--- src/shared/mss_pkg.sv ---
// What this block does
// - Method select 0 gives current detection (estimation under PM open loop vector), 1 gives estimation, for every source.
// - Short baseblock estimation: take back-EMF speed, recover voltage, then track reference.
// - Without back-EMF, estimation uses the current-injection variant.
// - Injection: output detected speed, raise voltage, lower frequency while current is high.
// - Current detection lowers frequency from max or reference until current falls.
// - After power returns, wait at least the search delay before searching.
// - Run or external search waits the longer of min baseblock and search delay.
// - Coast stop with run quickly reapplied searches as after a short baseblock.
// - Search at start enabled: search on every run, ignore external search inputs.
// - Search input 1 starts detection from max frequency, or estimation search.
// - Search input 2 starts detection from reference only under method 0, start off.
// - Search after fault restart needs a restart count above zero.
// - Power-loss search needs ride-through 1 or 2 and restart count above zero.
// - Baseblock release with run and frequency above minimum resumes with a search.
// - Deactivation threshold 0 to 200 percent, default 120 V/f, 100 open loop vector.
// - Current detection is not offered with permanent-magnet open loop vector.
// - Search ramp-down takes the decel time from max to min frequency, 0.1-10.0 s.
// - Search delay settable 0.0 to 100.0 s, default 0.2 s.
`default_nettype none
package mss_pkg;
   localparam int CLK_NS        = 40;
   localparam int TICK_NS       = 100_000_000;
   localparam int TICK_CYCLES   = TICK_NS / CLK_NS;
   localparam logic [5:0] OFS_CTRL    = 6'h00;
   localparam logic [5:0] OFS_THRESH  = 6'h04;
   localparam logic [5:0] OFS_DELAY   = 6'h08;
   localparam logic [5:0] OFS_MINBB   = 6'h0c;
   localparam logic [5:0] OFS_DECEL   = 6'h10;
   localparam logic [5:0] OFS_VREC    = 6'h14;
   localparam logic [5:0] OFS_INJECT  = 6'h18;
   localparam logic [5:0] OFS_RESTART = 6'h1c;
   localparam logic [5:0] OFS_FMAX    = 6'h20;
   localparam logic [5:0] OFS_FMIN    = 6'h24;
   localparam logic [5:0] OFS_FREF    = 6'h28;
   localparam logic [5:0] OFS_STATUS  = 6'h2c;
   localparam logic [2:0] CTRL_VF     = 3'h0;
   localparam logic [2:0] CTRL_OLV    = 3'h2;
   localparam logic [2:0] CTRL_PMOLV  = 3'h5;
   localparam logic [7:0] THR_MAX     = 8'hc8;
   localparam logic [7:0] THR_VF      = 8'h78;
   localparam logic [7:0] THR_OLV     = 8'h64;
   localparam logic [9:0] DELAY_MAX   = 10'h3e8;
   localparam logic [9:0] DELAY_RST   = 10'h002;
   localparam logic [9:0] MINBB_RST   = 10'h005;
   localparam logic [6:0] DECEL_MIN   = 7'h01;
   localparam logic [6:0] DECEL_MAX   = 7'h64;
   localparam logic [6:0] DECEL_RST   = 7'h14;
   localparam logic [6:0] VREC_RST    = 7'h03;
   localparam logic [7:0] INJECT_RST  = 8'h32;
   localparam logic [15:0] FMAX_RST   = 16'h0258;
   localparam logic [15:0] FMIN_RST   = 16'h000f;
   localparam logic [7:0] VOLT_FULL   = 8'hff;

   typedef enum logic [5:0] {
      ST_STOP = 6'h01,
      ST_WAIT = 6'h02,
      ST_EMF  = 6'h04,
      ST_INJ  = 6'h08,
      ST_CDET = 6'h10,
      ST_NORM = 6'h20
   } mss_state_type;

   typedef struct packed {
      logic        run;
      logic        ext1;
      logic        ext2;
      logic        bbPin;
      logic        powerLoss;
   } mss_pins_type;

   typedef struct packed {
      logic        method;
      logic        atStart;
      logic        coastStop;
      logic [1:0]  rideThru;
      logic        bbNc;
      logic [2:0]  ctrlMode;
      logic [7:0]  thr;
      logic        thrSet;
      logic [9:0]  delay;
      logic [9:0]  minBb;
      logic [6:0]  decel;
      logic [6:0]  vrec;
      logic [7:0]  inject;
      logic [3:0]  restarts;
      logic [15:0] fmax;
      logic [15:0] fmin;
      logic [15:0] fref;
   } mss_cfg_type;

   localparam mss_cfg_type CFG_RST = '{
      method: 1'b0, atStart: 1'b0, coastStop: 1'b0, rideThru: 2'h0, bbNc: 1'b0,
      ctrlMode: CTRL_VF, thr: THR_VF, thrSet: 1'b0, delay: DELAY_RST,
      minBb: MINBB_RST, decel: DECEL_RST, vrec: VREC_RST, inject: INJECT_RST,
      restarts: 4'h0, fmax: FMAX_RST, fmin: FMIN_RST, fref: 16'h0000};
endpackage : mss_pkg
`default_nettype wire
--- src/rtl/mss_ramp.sv ---
`default_nettype none
module mss_ramp (
   // Clock and reset
   input  wire logic        clk,
   input  wire logic        nrst,
   input  wire logic        clkEn,
   // Rate
   input  wire logic        enable,
   input  wire logic [15:0] span,
   input  wire logic [31:0] period,
   // Step strobe
   output logic             step
);
   logic [31:0] acc_q;
   logic [32:0] sum;

   // Span stays below period, so at most one step per cycle
   assign sum  = {1'b0, acc_q} + {17'h0, span};
   assign step = enable && (sum >= {1'b0, period});

   always_ff @(posedge clk) begin
      if (!nrst) begin
         acc_q <= '0;
      end else if (clkEn) begin
         if (!enable) begin
            acc_q <= '0;
         end else if (step) begin
            acc_q <= 32'(sum - {1'b0, period});
         end else begin
            acc_q <= sum[31:0];
         end
      end
   end
endmodule : mss_ramp
`default_nettype wire

--- src/rtl/mss_sequencer.sv ---
`default_nettype none
module mss_sequencer
   import mss_pkg::*;
#(
   parameter int unsigned TICK_CYC = TICK_CYCLES
) (
   // Clock and reset
   input  wire logic        clk,
   input  wire logic        nrst,
   input  wire logic        clkEn,
   // Avalon-MM slave
   input  wire logic [5:0]  address,
   input  wire logic        read,
   input  wire logic        write,
   input  wire logic [31:0] writedata,
   output logic [31:0]      readdata,
   output logic             waitrequest,
   // Pins from outside
   input  wire mss_pins_type pins,
   // Drive-side feedback
   input  wire logic        faultRestart,
   input  wire logic [7:0]  outputCurrent,
   input  wire logic [15:0] estimatedFreq,
   // Power stage
   output logic [15:0]      outFreq_q,
   output logic [7:0]       outVolt_q,
   output logic             gateEnable_q,
   output logic             injectEnable_q,
   output logic [7:0]       injectLevel_q,
   output logic             searchActive_q,
   output logic             searchDone_q
);
   mss_cfg_type   cfg_q;
   mss_pins_type  pinS;
   mss_state_type state_q;
   logic          ack_q;
   logic          runPrev_q, bbPrev_q, pwrPrev_q, ext1Prev_q, ext2Prev_q;
   logic [31:0]   tickCnt_q;
   logic          tick;
   logic [15:0]   bbCnt_q, waitCnt_q;
   logic          modeRef_q, modeEst_q, short_q, needDelay_q;
   logic          methodEst, bbAct, blocked, thrLow, voltFull;
   logic [7:0]    thrEff;
   logic          fStep, vStep, fRampOn, vRampOn;
   logic          trig, trigRef, trigShort, trigDelay, goNorm;

   mss_sync u_sync (
      .clk     (clk),
      .nrst    (nrst),
      .clkEn   (clkEn),
      .pinsIn  (pins),
      .pinsOut (pinS)
   );

   function automatic logic [31:0] readMux(input logic [5:0] a, input mss_cfg_type c,
                                           input logic [7:0] t, input logic [5:0] s,
                                           input logic [15:0] f);
      case (a)
         OFS_CTRL:    readMux = {22'h0, c.ctrlMode, 1'b0, c.bbNc, c.rideThru,
                                 c.coastStop, c.atStart, c.method};
         OFS_THRESH:  readMux = {23'h0, c.thrSet, t};
         OFS_DELAY:   readMux = {22'h0, c.delay};
         OFS_MINBB:   readMux = {22'h0, c.minBb};
         OFS_DECEL:   readMux = {25'h0, c.decel};
         OFS_VREC:    readMux = {25'h0, c.vrec};
         OFS_INJECT:  readMux = {24'h0, c.inject};
         OFS_RESTART: readMux = {28'h0, c.restarts};
         OFS_FMAX:    readMux = {16'h0, c.fmax};
         OFS_FMIN:    readMux = {16'h0, c.fmin};
         OFS_FREF:    readMux = {16'h0, c.fref};
         OFS_STATUS:  readMux = {f, 10'h0, s};
         default:     readMux = 32'h0;
      endcase
   endfunction : readMux

   // One wait cycle per access; unmapped reads give zero, writes are dropped
   assign waitrequest = (read || write) && !ack_q;

   always_ff @(posedge clk) begin
      if (!nrst) begin
         ack_q    <= 1'b0;
         readdata <= 32'h0;
      end else if (clkEn) begin
         ack_q <= (read || write) && !ack_q;
         if (read && !ack_q) begin
            readdata <= readMux(address, cfg_q, thrEff, state_q, outFreq_q);
         end
      end
   end

   always_ff @(posedge clk) begin
      if (!nrst) begin
         cfg_q <= CFG_RST;
      end else if (clkEn && write && ack_q) begin
         case (address)
            OFS_CTRL: begin
               cfg_q.method    <= writedata[0];
               cfg_q.atStart   <= writedata[1];
               cfg_q.coastStop <= writedata[2];
               cfg_q.rideThru  <= writedata[4:3];
               cfg_q.bbNc      <= writedata[5];
               cfg_q.ctrlMode  <= writedata[9:7];
            end
            OFS_THRESH: begin
               // Clamp on the whole word, so large values do not wrap into range
               cfg_q.thr    <= (writedata > 32'(THR_MAX)) ? THR_MAX : writedata[7:0];
               cfg_q.thrSet <= 1'b1;
            end
            OFS_DELAY:   cfg_q.delay <= (writedata > 32'(DELAY_MAX)) ? DELAY_MAX
                                        : writedata[9:0];
            OFS_MINBB:   cfg_q.minBb <= writedata[9:0];
            OFS_DECEL:   cfg_q.decel <= (writedata < 32'(DECEL_MIN)) ? DECEL_MIN
                                      : (writedata > 32'(DECEL_MAX)) ? DECEL_MAX
                                      : writedata[6:0];
            OFS_VREC:    cfg_q.vrec <= (writedata[6:0] == 7'h0) ? 7'h01 : writedata[6:0];
            OFS_INJECT:  cfg_q.inject <= writedata[7:0];
            OFS_RESTART: cfg_q.restarts <= writedata[3:0];
            OFS_FMAX:    cfg_q.fmax <= writedata[15:0];
            OFS_FMIN:    cfg_q.fmin <= writedata[15:0];
            OFS_FREF:    cfg_q.fref <= writedata[15:0];
            default: ;
         endcase
      end
   end

   // Until software writes it, the threshold follows the control mode
   assign thrEff = cfg_q.thrSet ? cfg_q.thr
                 : (cfg_q.ctrlMode == CTRL_OLV) ? THR_OLV : THR_VF;
   // PM open loop vector has no current detection search
   assign methodEst = cfg_q.method || (cfg_q.ctrlMode == CTRL_PMOLV);
   assign bbAct     = cfg_q.bbNc ? !pinS.bbPin : pinS.bbPin;
   assign blocked   = bbAct || pinS.powerLoss;
   // Current only tells the speed once the output stage drives the motor
   assign thrLow    = gateEnable_q && (outputCurrent < thrEff);
   assign voltFull  = outVolt_q == VOLT_FULL;

   // Fixed timer tick for every wait
   assign tick = tickCnt_q == TICK_CYC - 1;
   always_ff @(posedge clk) begin
      if (!nrst) begin
         tickCnt_q <= '0;
      end else if (clkEn) begin
         tickCnt_q <= tick ? 32'h0 : tickCnt_q + 32'h1;
      end
   end

   always_ff @(posedge clk) begin
      if (!nrst) begin
         runPrev_q  <= 1'b0;
         bbPrev_q   <= 1'b0;
         pwrPrev_q  <= 1'b0;
         ext1Prev_q <= 1'b0;
         ext2Prev_q <= 1'b0;
      end else if (clkEn) begin
         runPrev_q  <= pinS.run;
         bbPrev_q   <= bbAct;
         pwrPrev_q  <= pinS.powerLoss;
         ext1Prev_q <= pinS.ext1;
         ext2Prev_q <= pinS.ext2;
      end
   end

   // Launch decision, taken in STOP or NORM only
   always_comb begin
      trig      = 1'b0;
      trigRef   = 1'b0;
      trigShort = 1'b0;
      trigDelay = 1'b0;
      goNorm    = 1'b0;
      if (pinS.run && !blocked) begin
         if (state_q == ST_STOP) begin
            if (pwrPrev_q) begin
               trig      = (cfg_q.rideThru == 2'h1 || cfg_q.rideThru == 2'h2)
                           && cfg_q.restarts != 4'h0;
               trigShort = bbCnt_q < {6'h0, cfg_q.minBb};
               trigDelay = 1'b1;
            end else if (faultRestart) begin
               trig = cfg_q.restarts != 4'h0;
            end else if (bbPrev_q) begin
               trig      = outFreq_q > cfg_q.fmin;
               trigShort = 1'b1;
               goNorm    = !trig;
            end else if (!runPrev_q) begin
               trigDelay = 1'b1;
               if (cfg_q.coastStop && bbCnt_q < {6'h0, cfg_q.minBb}) begin
                  trig      = 1'b1;
                  trigShort = 1'b1;
               end else if (cfg_q.atStart) begin
                  trig = 1'b1;
               end else if (pinS.ext1) begin
                  trig = 1'b1;
               end else if (pinS.ext2 && !methodEst) begin
                  trig    = 1'b1;
                  trigRef = 1'b1;
               end else begin
                  goNorm = 1'b1;
               end
            end
         end else if (state_q == ST_NORM) begin
            if (faultRestart && cfg_q.restarts != 4'h0) begin
               trig = 1'b1;
            end else if (!cfg_q.atStart) begin
               trigDelay = 1'b1;
               if (pinS.ext1 && !ext1Prev_q) begin
                  trig = 1'b1;
               end else if (pinS.ext2 && !ext2Prev_q && !methodEst) begin
                  trig    = 1'b1;
                  trigRef = 1'b1;
               end
            end
         end
      end
   end

   always_ff @(posedge clk) begin
      if (!nrst) begin
         state_q <= ST_STOP;
      end else if (clkEn) begin
         if (!pinS.run || blocked) begin
            state_q <= ST_STOP;
         end else begin
            case (state_q)
               ST_STOP, ST_NORM: begin
                  if (trig) begin
                     state_q <= ST_WAIT;
                  end else if (goNorm) begin
                     state_q <= ST_NORM;
                  end
               end
               ST_WAIT: begin
                  // Both the min baseblock and, where due, the search delay must pass
                  if (bbCnt_q >= {6'h0, cfg_q.minBb} &&
                      (!needDelay_q || waitCnt_q >= {6'h0, cfg_q.delay})) begin
                     if (!modeEst_q) begin
                        state_q <= ST_CDET;
                     end else if (short_q) begin
                        state_q <= ST_EMF;
                     end else begin
                        state_q <= ST_INJ;
                     end
                  end
               end
               ST_EMF: begin
                  if (voltFull) begin
                     state_q <= ST_NORM;
                  end
               end
               ST_INJ, ST_CDET: begin
                  if (thrLow || outFreq_q <= cfg_q.fmin) begin
                     state_q <= ST_NORM;
                  end
               end
               default: state_q <= ST_STOP;
            endcase
         end
      end
   end

   always_ff @(posedge clk) begin
      if (!nrst) begin
         modeEst_q   <= 1'b0;
         modeRef_q   <= 1'b0;
         short_q     <= 1'b0;
         needDelay_q <= 1'b0;
      end else if (clkEn && trig && state_q != ST_WAIT) begin
         modeEst_q   <= methodEst;
         modeRef_q   <= trigRef;
         short_q     <= trigShort;
         needDelay_q <= trigDelay;
      end
   end

   // Blocked time counts in STOP and WAIT; wait time counts in WAIT only
   always_ff @(posedge clk) begin
      if (!nrst) begin
         bbCnt_q   <= '0;
         waitCnt_q <= '0;
      end else if (clkEn) begin
         if (state_q != ST_STOP && state_q != ST_WAIT) begin
            bbCnt_q <= '0;
         end else if (trig && trigDelay && !pwrPrev_q) begin
            bbCnt_q <= '0;
         end else if (tick && bbCnt_q != 16'hffff) begin
            bbCnt_q <= bbCnt_q + 16'h1;
         end
         if (state_q != ST_WAIT) begin
            waitCnt_q <= '0;
         end else if (tick && waitCnt_q != 16'hffff) begin
            waitCnt_q <= waitCnt_q + 16'h1;
         end
      end
   end

   assign fRampOn = state_q == ST_CDET || (state_q == ST_INJ && !thrLow)
                 || (state_q == ST_NORM && outFreq_q != cfg_q.fref);
   assign vRampOn = (state_q == ST_EMF || state_q == ST_INJ || state_q == ST_CDET) && !voltFull;

   mss_ramp u_freqRamp (
      .clk    (clk),
      .nrst   (nrst),
      .clkEn  (clkEn),
      .enable (fRampOn),
      .span   (cfg_q.fmax - cfg_q.fmin),
      .period (32'(cfg_q.decel) * TICK_CYC),
      .step   (fStep)
   );

   mss_ramp u_voltRamp (
      .clk    (clk),
      .nrst   (nrst),
      .clkEn  (clkEn),
      .enable (vRampOn),
      .span   ({8'h0, VOLT_FULL}),
      .period (32'(cfg_q.vrec) * TICK_CYC),
      .step   (vStep)
   );

   always_ff @(posedge clk) begin
      if (!nrst) begin
         outFreq_q <= '0;
         outVolt_q <= '0;
      end else if (clkEn) begin
         if (state_q == ST_WAIT) begin
            outVolt_q <= '0;
            if (!modeEst_q) begin
               outFreq_q <= modeRef_q ? cfg_q.fref : cfg_q.fmax;
            end else begin
               outFreq_q <= estimatedFreq;
            end
         end else begin
            if (vStep) begin
               outVolt_q <= outVolt_q + 8'h1;
            end
            if (state_q == ST_NORM) begin
               outVolt_q <= VOLT_FULL;
            end
            // Speed found: the reference is tracked from the detected value
            if (fStep && state_q == ST_NORM) begin
               outFreq_q <= (outFreq_q < cfg_q.fref) ? outFreq_q + 16'h1
                                                     : outFreq_q - 16'h1;
            end else if (fStep && outFreq_q > cfg_q.fmin) begin
               outFreq_q <= outFreq_q - 16'h1;
            end
         end
      end
   end

   always_ff @(posedge clk) begin
      if (!nrst) begin
         gateEnable_q   <= 1'b0;
         injectEnable_q <= 1'b0;
         injectLevel_q  <= '0;
         searchActive_q <= 1'b0;
         searchDone_q   <= 1'b0;
      end else if (clkEn) begin
         gateEnable_q   <= state_q != ST_STOP && state_q != ST_WAIT;
         injectEnable_q <= state_q == ST_INJ;
         injectLevel_q  <= cfg_q.inject;
         searchActive_q <= state_q != ST_STOP && state_q != ST_NORM;
         searchDone_q   <= pinS.run && !blocked && (((state_q == ST_INJ || state_q == ST_CDET)
                           && (thrLow || outFreq_q <= cfg_q.fmin))
                           || (state_q == ST_EMF && voltFull));
      end
   end
endmodule : mss_sequencer
`default_nettype wire

--- src/rtl/mss_sync.sv ---
`default_nettype none
module mss_sync
   import mss_pkg::*;
(
   // Clock and reset
   input  wire logic   clk,
   input  wire logic   nrst,
   input  wire logic   clkEn,
   // Pins
   input  wire mss_pins_type pinsIn,
   output mss_pins_type pinsOut
);
   mss_pins_type meta_q;

   // Only the second stage is visible outside
   always_ff @(posedge clk) begin
      if (!nrst) begin
         meta_q  <= '0;
         pinsOut <= '0;
      end else if (clkEn) begin
         meta_q  <= pinsIn;
         pinsOut <= meta_q;
      end
   end
endmodule : mss_sync
`default_nettype wire

--- config.mk ---
export PLATFORM = sky130hd
export DESIGN_NAME = mss_sequencer
export DESIGN_NICKNAME = d
export VERILOG_FILES = /design/src/shared/mss_pkg.sv /design/src/rtl/mss_ramp.sv /design/src/rtl/mss_sequencer.sv /design/src/rtl/mss_sync.sv
export SDC_FILE = /design/constraint.sdc
export NUM_CORES = 1
export LEC_CHECK = 0
export BUFFER_PORTS_ARGS = -buffer_cell sky130_fd_sc_hd__buf_2
export CORE_MARGIN = 1.5
export CORE_UTILIZATION = 30
export CTS_BUF_LIST = sky130_fd_sc_hd__clkbuf_4 sky130_fd_sc_hd__clkbuf_8
export DETAILED_ROUTE_END_ITERATION = 10
export GPL_ROUTABILITY_DRIVEN = 0
export GPL_TIMING_DRIVEN = 0
export PLACE_DENSITY = 0.49
export SYNTH_ARGS = -nofsm -noshare
export SYNTH_HDL_FRONTEND = slang
export SYNTH_HIERARCHICAL = 1
export SYNTH_SLANG_ARGS = --single-unit
--- constraint.sdc ---
create_clock -name clk -period 17 [get_ports clk]
set_clock_uncertainty 0.05 [all_clocks]
set_input_delay 3.4 -clock clk [delete_from_list [all_inputs] [get_ports clk]]
set_output_delay 3.4 -clock clk [all_outputs]
set_load 0.05 [all_outputs]
==> results.ini <==
[placed_design]
pre_cts_slack_ns=7.816
dp_hpwl_um=76450
io_buffers=136
dp_cells=4920

[final_layout]
drive_gt1_share_pct=9.001
fillers=9829
syn_to_final_growth_pct=14.10
nets=4210
multi_input_area_um2=19430
ff_latch_area_um2=6686
fin_cells=5046

[worst_setup_path]
cp.required_ns=17.58
startpoint=cfg_q[32]
end_kind=flip-flop
critical_path_class=reg2reg
crit_arrival_ns=9.88
cp_common_cell=inv_1
critPathLaunchType=flip-flop
cpMaxStageDelayCell=o31ai_1
r2r-start=cfg_q[32]
worstPathMaxFanout=10
critical-path-max-stage-delay_ns=0.96

[cts]
clockBufferDepth=3
cts_hold_buffers=0
cts_tree=done
cts.htree.levels=3
insertion_delay_ns=0.68
root_buffer=clkbuf_8
cts.sinks=334
cts_setup_buffers=0
cts.clk_slew.worst_paths_ns=0.06
cts_resized=0
cts_buffers=70

[global_route]
grt-ovfl-total=0
grt_pass1_wl_um=149900
antenna_found_initial=7
grt_pass1_vias=25280
grt_usage_pct=20.37
grt_max_degree=27

[synth]
yosysSeqAreaShare_pct=24.20
synth_edf_count=0
yosysUniqueCellTypes=114
synth.avg_cell_area_um2=7.752
synth_area_leaders=dfxtp_1 24%, ha_1 13%, nand2_1 5.8%
syn_inst=3564
ys.flop_type=dfxtp_1
postSynth.asyncResetShare_pct=0
syn_area_um2=27630
synth_area_leader_cell=dfxtp_1
yosysWarnings=6
synth_top_area_share_pct=24.20
synth-seq-cells=334

[timing]
slew_headroom_pct=16.22
timing.fmax_mhz=107.5
holdWs_ns=0.4023
final.period_utilization_pct=54.70
rsz0062_at_grt=no
setup_viol=0
hold_viol=0
tns_ns=0
slew_viol_final=0
final.setup.worst_slack_ns=7.701
tightest_slew_ns=1.247
period_minus_slack_ns=9.299

[run]
maxCapViolCount=0

[routing]
antenna_left=0
routed_wl_um=97920
dr.pass1.iters=6
vias_per_cell=5.253
remaining_drc_errors=0
num_vias=26510
drt-initial-drc-count=1880
wire_per_inst_um=19.40

[floorplanning]
start_util_pct=30.23
core_area_um2=91390
ios=142
die_w_um=306.5
fp.dieH_um=306.5
dieArea_um2=93920
row_count=111

[hold_path]
hp-start=u_freqRamp/acc_q[8]
hp-class=reg2reg

[power]
p_per_area_nw_per_um2=61.18
ir_drop_mv=0.04690
p_leak_uw=0.01318
p_total_uw=1929

[status]
status=finished clean

==> layout make-up <==
cell class / count / area share [%]
timing repair buffer: 137 / 2.183
inverter: 282 / 3.382
clock buffer: 109 / 4.422
clock inverter: 12 / 0.5755
tap: 1186 / 4.707
buffer: 132 / 1.846
antenna: 5 / 0.03969
sequential: 334 / 21.21
multi-input combinational: 2849 / 61.63
==> cells in the mapped netlist, types with 7 or more instances <==
master	n
a31oi_1	40
or3_1	23
a22oi_1	37
mux2i_1	112
o2111ai_1	9
o221ai_1	9
nand2b_1	24
a2111oi_0	7
o21ai_0	171
o21bai_1	17
and4_1	9
buf_2	12
a211o_1	7
nor4_1	29
o21ai_1	40
nand4_1	59
nand3b_1	9
nand3_1	87
a221o_1	10
nor2b_1	45
o32a_1	7
dfxtp_1	334
xor2_1	83
a211oi_1	29
inv_1	279
fa_1	35
and2_1	24
o22ai_1	31
o31ai_1	16
and3_1	52
o211ai_1	24
nand2_1	426
nor3b_1	15
a221oi_1	8
nor2_1	316
or4_1	10
nor3_1	80
xnor2_1	118
o21a_1	34
or2_2	11
a21oi_1	271
ha_1	296
a21o_1	45
clkbuf_1	108
==> per-layer routing <==
| metal | GRT usage (%) | vias to the layer above | wire length [µm] |
|---|---|---|---|
| met2 | 33.28 | 709 | 44280 |
| met1 | 27.54 | 12420 | 45560 |
| met3 | 3.055 | 157 | 5348 |
| li1 | - | 13210 | - |
| met5 | 0 | - | 26 |
| met4 | 6.159 | 4 | 2705 |
==> stage by stage <==
step                      utilization, %  instance area [µm²]
after floorplan                        -                27750
final                              34.49                31520
after global placement             32.74                29910
after CTS                          34.48                31510
after detailed placement           32.76                29940
after global routing               34.49                31520
==> layout by cell type (no fill, tap or decap), drive strengths merged, types with 13 or more instances in the layout <==
cell type and n:
nand2 430, dfxtp 334, nor2 317, ha 296, inv 285, a21oi 273, clkbuf 218, o21ai 213
buf 160, xnor2 118, mux2i 112, nand3 88, xor2 83, nor3 82, nand4 60, and3 54
a21o 45, nor2b 45, a31oi 41, a22oi 37, fa 35, conb 35, o21a 34, o22ai 31
a211oi 30, nor4 30, or3 27, o211ai 25, and2 24, nand2b 24, nor3b 18, o21bai 17
o31ai 17, or2 13, or4 13
==> sequential cells by signal, indices dropped and copies added, names as in the netlist, 5 cells and up <==
name,flops
cfg_q,112
tickCnt_q,32
u_sync/pinsOut,5
u_sync/meta_q,5
u_freqRamp/acc_q,32
waitCnt_q,16
outVolt_q,8
state_q,6
outFreq_q,16
injectLevel_q,8
readdata,32
bbCnt_q,16
u_voltRamp/acc_q,32
==> power by group <==
part / total [µW] / internal [µW] / switching (µW)
clock network: 987 / 570 / 417
registers: 792 / 788 / 4.61
logic: 149 / 45.3 / 104
==> worst max-delay path: cells and delay by family (launching register included) <==
kind | cells | cell delay, ns
adder cells (fa/ha/maj) | 4 | 1.39
XOR/XNOR | 2 | 0.37
AO/OA/AOI/OAI | 16 | 4.03
flip-flops | 1 | 0.47
AND/OR/NAND/NOR | 7 | 2.08
buffers and inverters | 6 | 0.83
==> cell families (layout without fill, tap and decap cells) <==
logic type	count (synthesis)	in the layout	synth area share [%]
AND/OR/NAND/NOR	1264	1264	22.03
AO/OA/AOI/OAI	899	899	20.95
buffers and inverters	414	672	5.965
flip-flops	334	334	24.20
adder cells (fa/ha/maj)	331	331	15.94
XOR/XNOR	201	201	6.372
multiplexers	119	119	4.506
other	2	40	0.02718
==> path summary, 6_finish.rpt <==
kind,to,cells past startpoint,slack (ns)
worst max-delay path,outFreq_q[2],35,7.70
worst min-delay path,u_freqRamp/acc_q[8],2,0.40
worst max register to register,outFreq_q[2],35,7.70
worst min register to register,u_freqRamp/acc_q[8],2,0.40
Power figures use the tool's default switching activity.
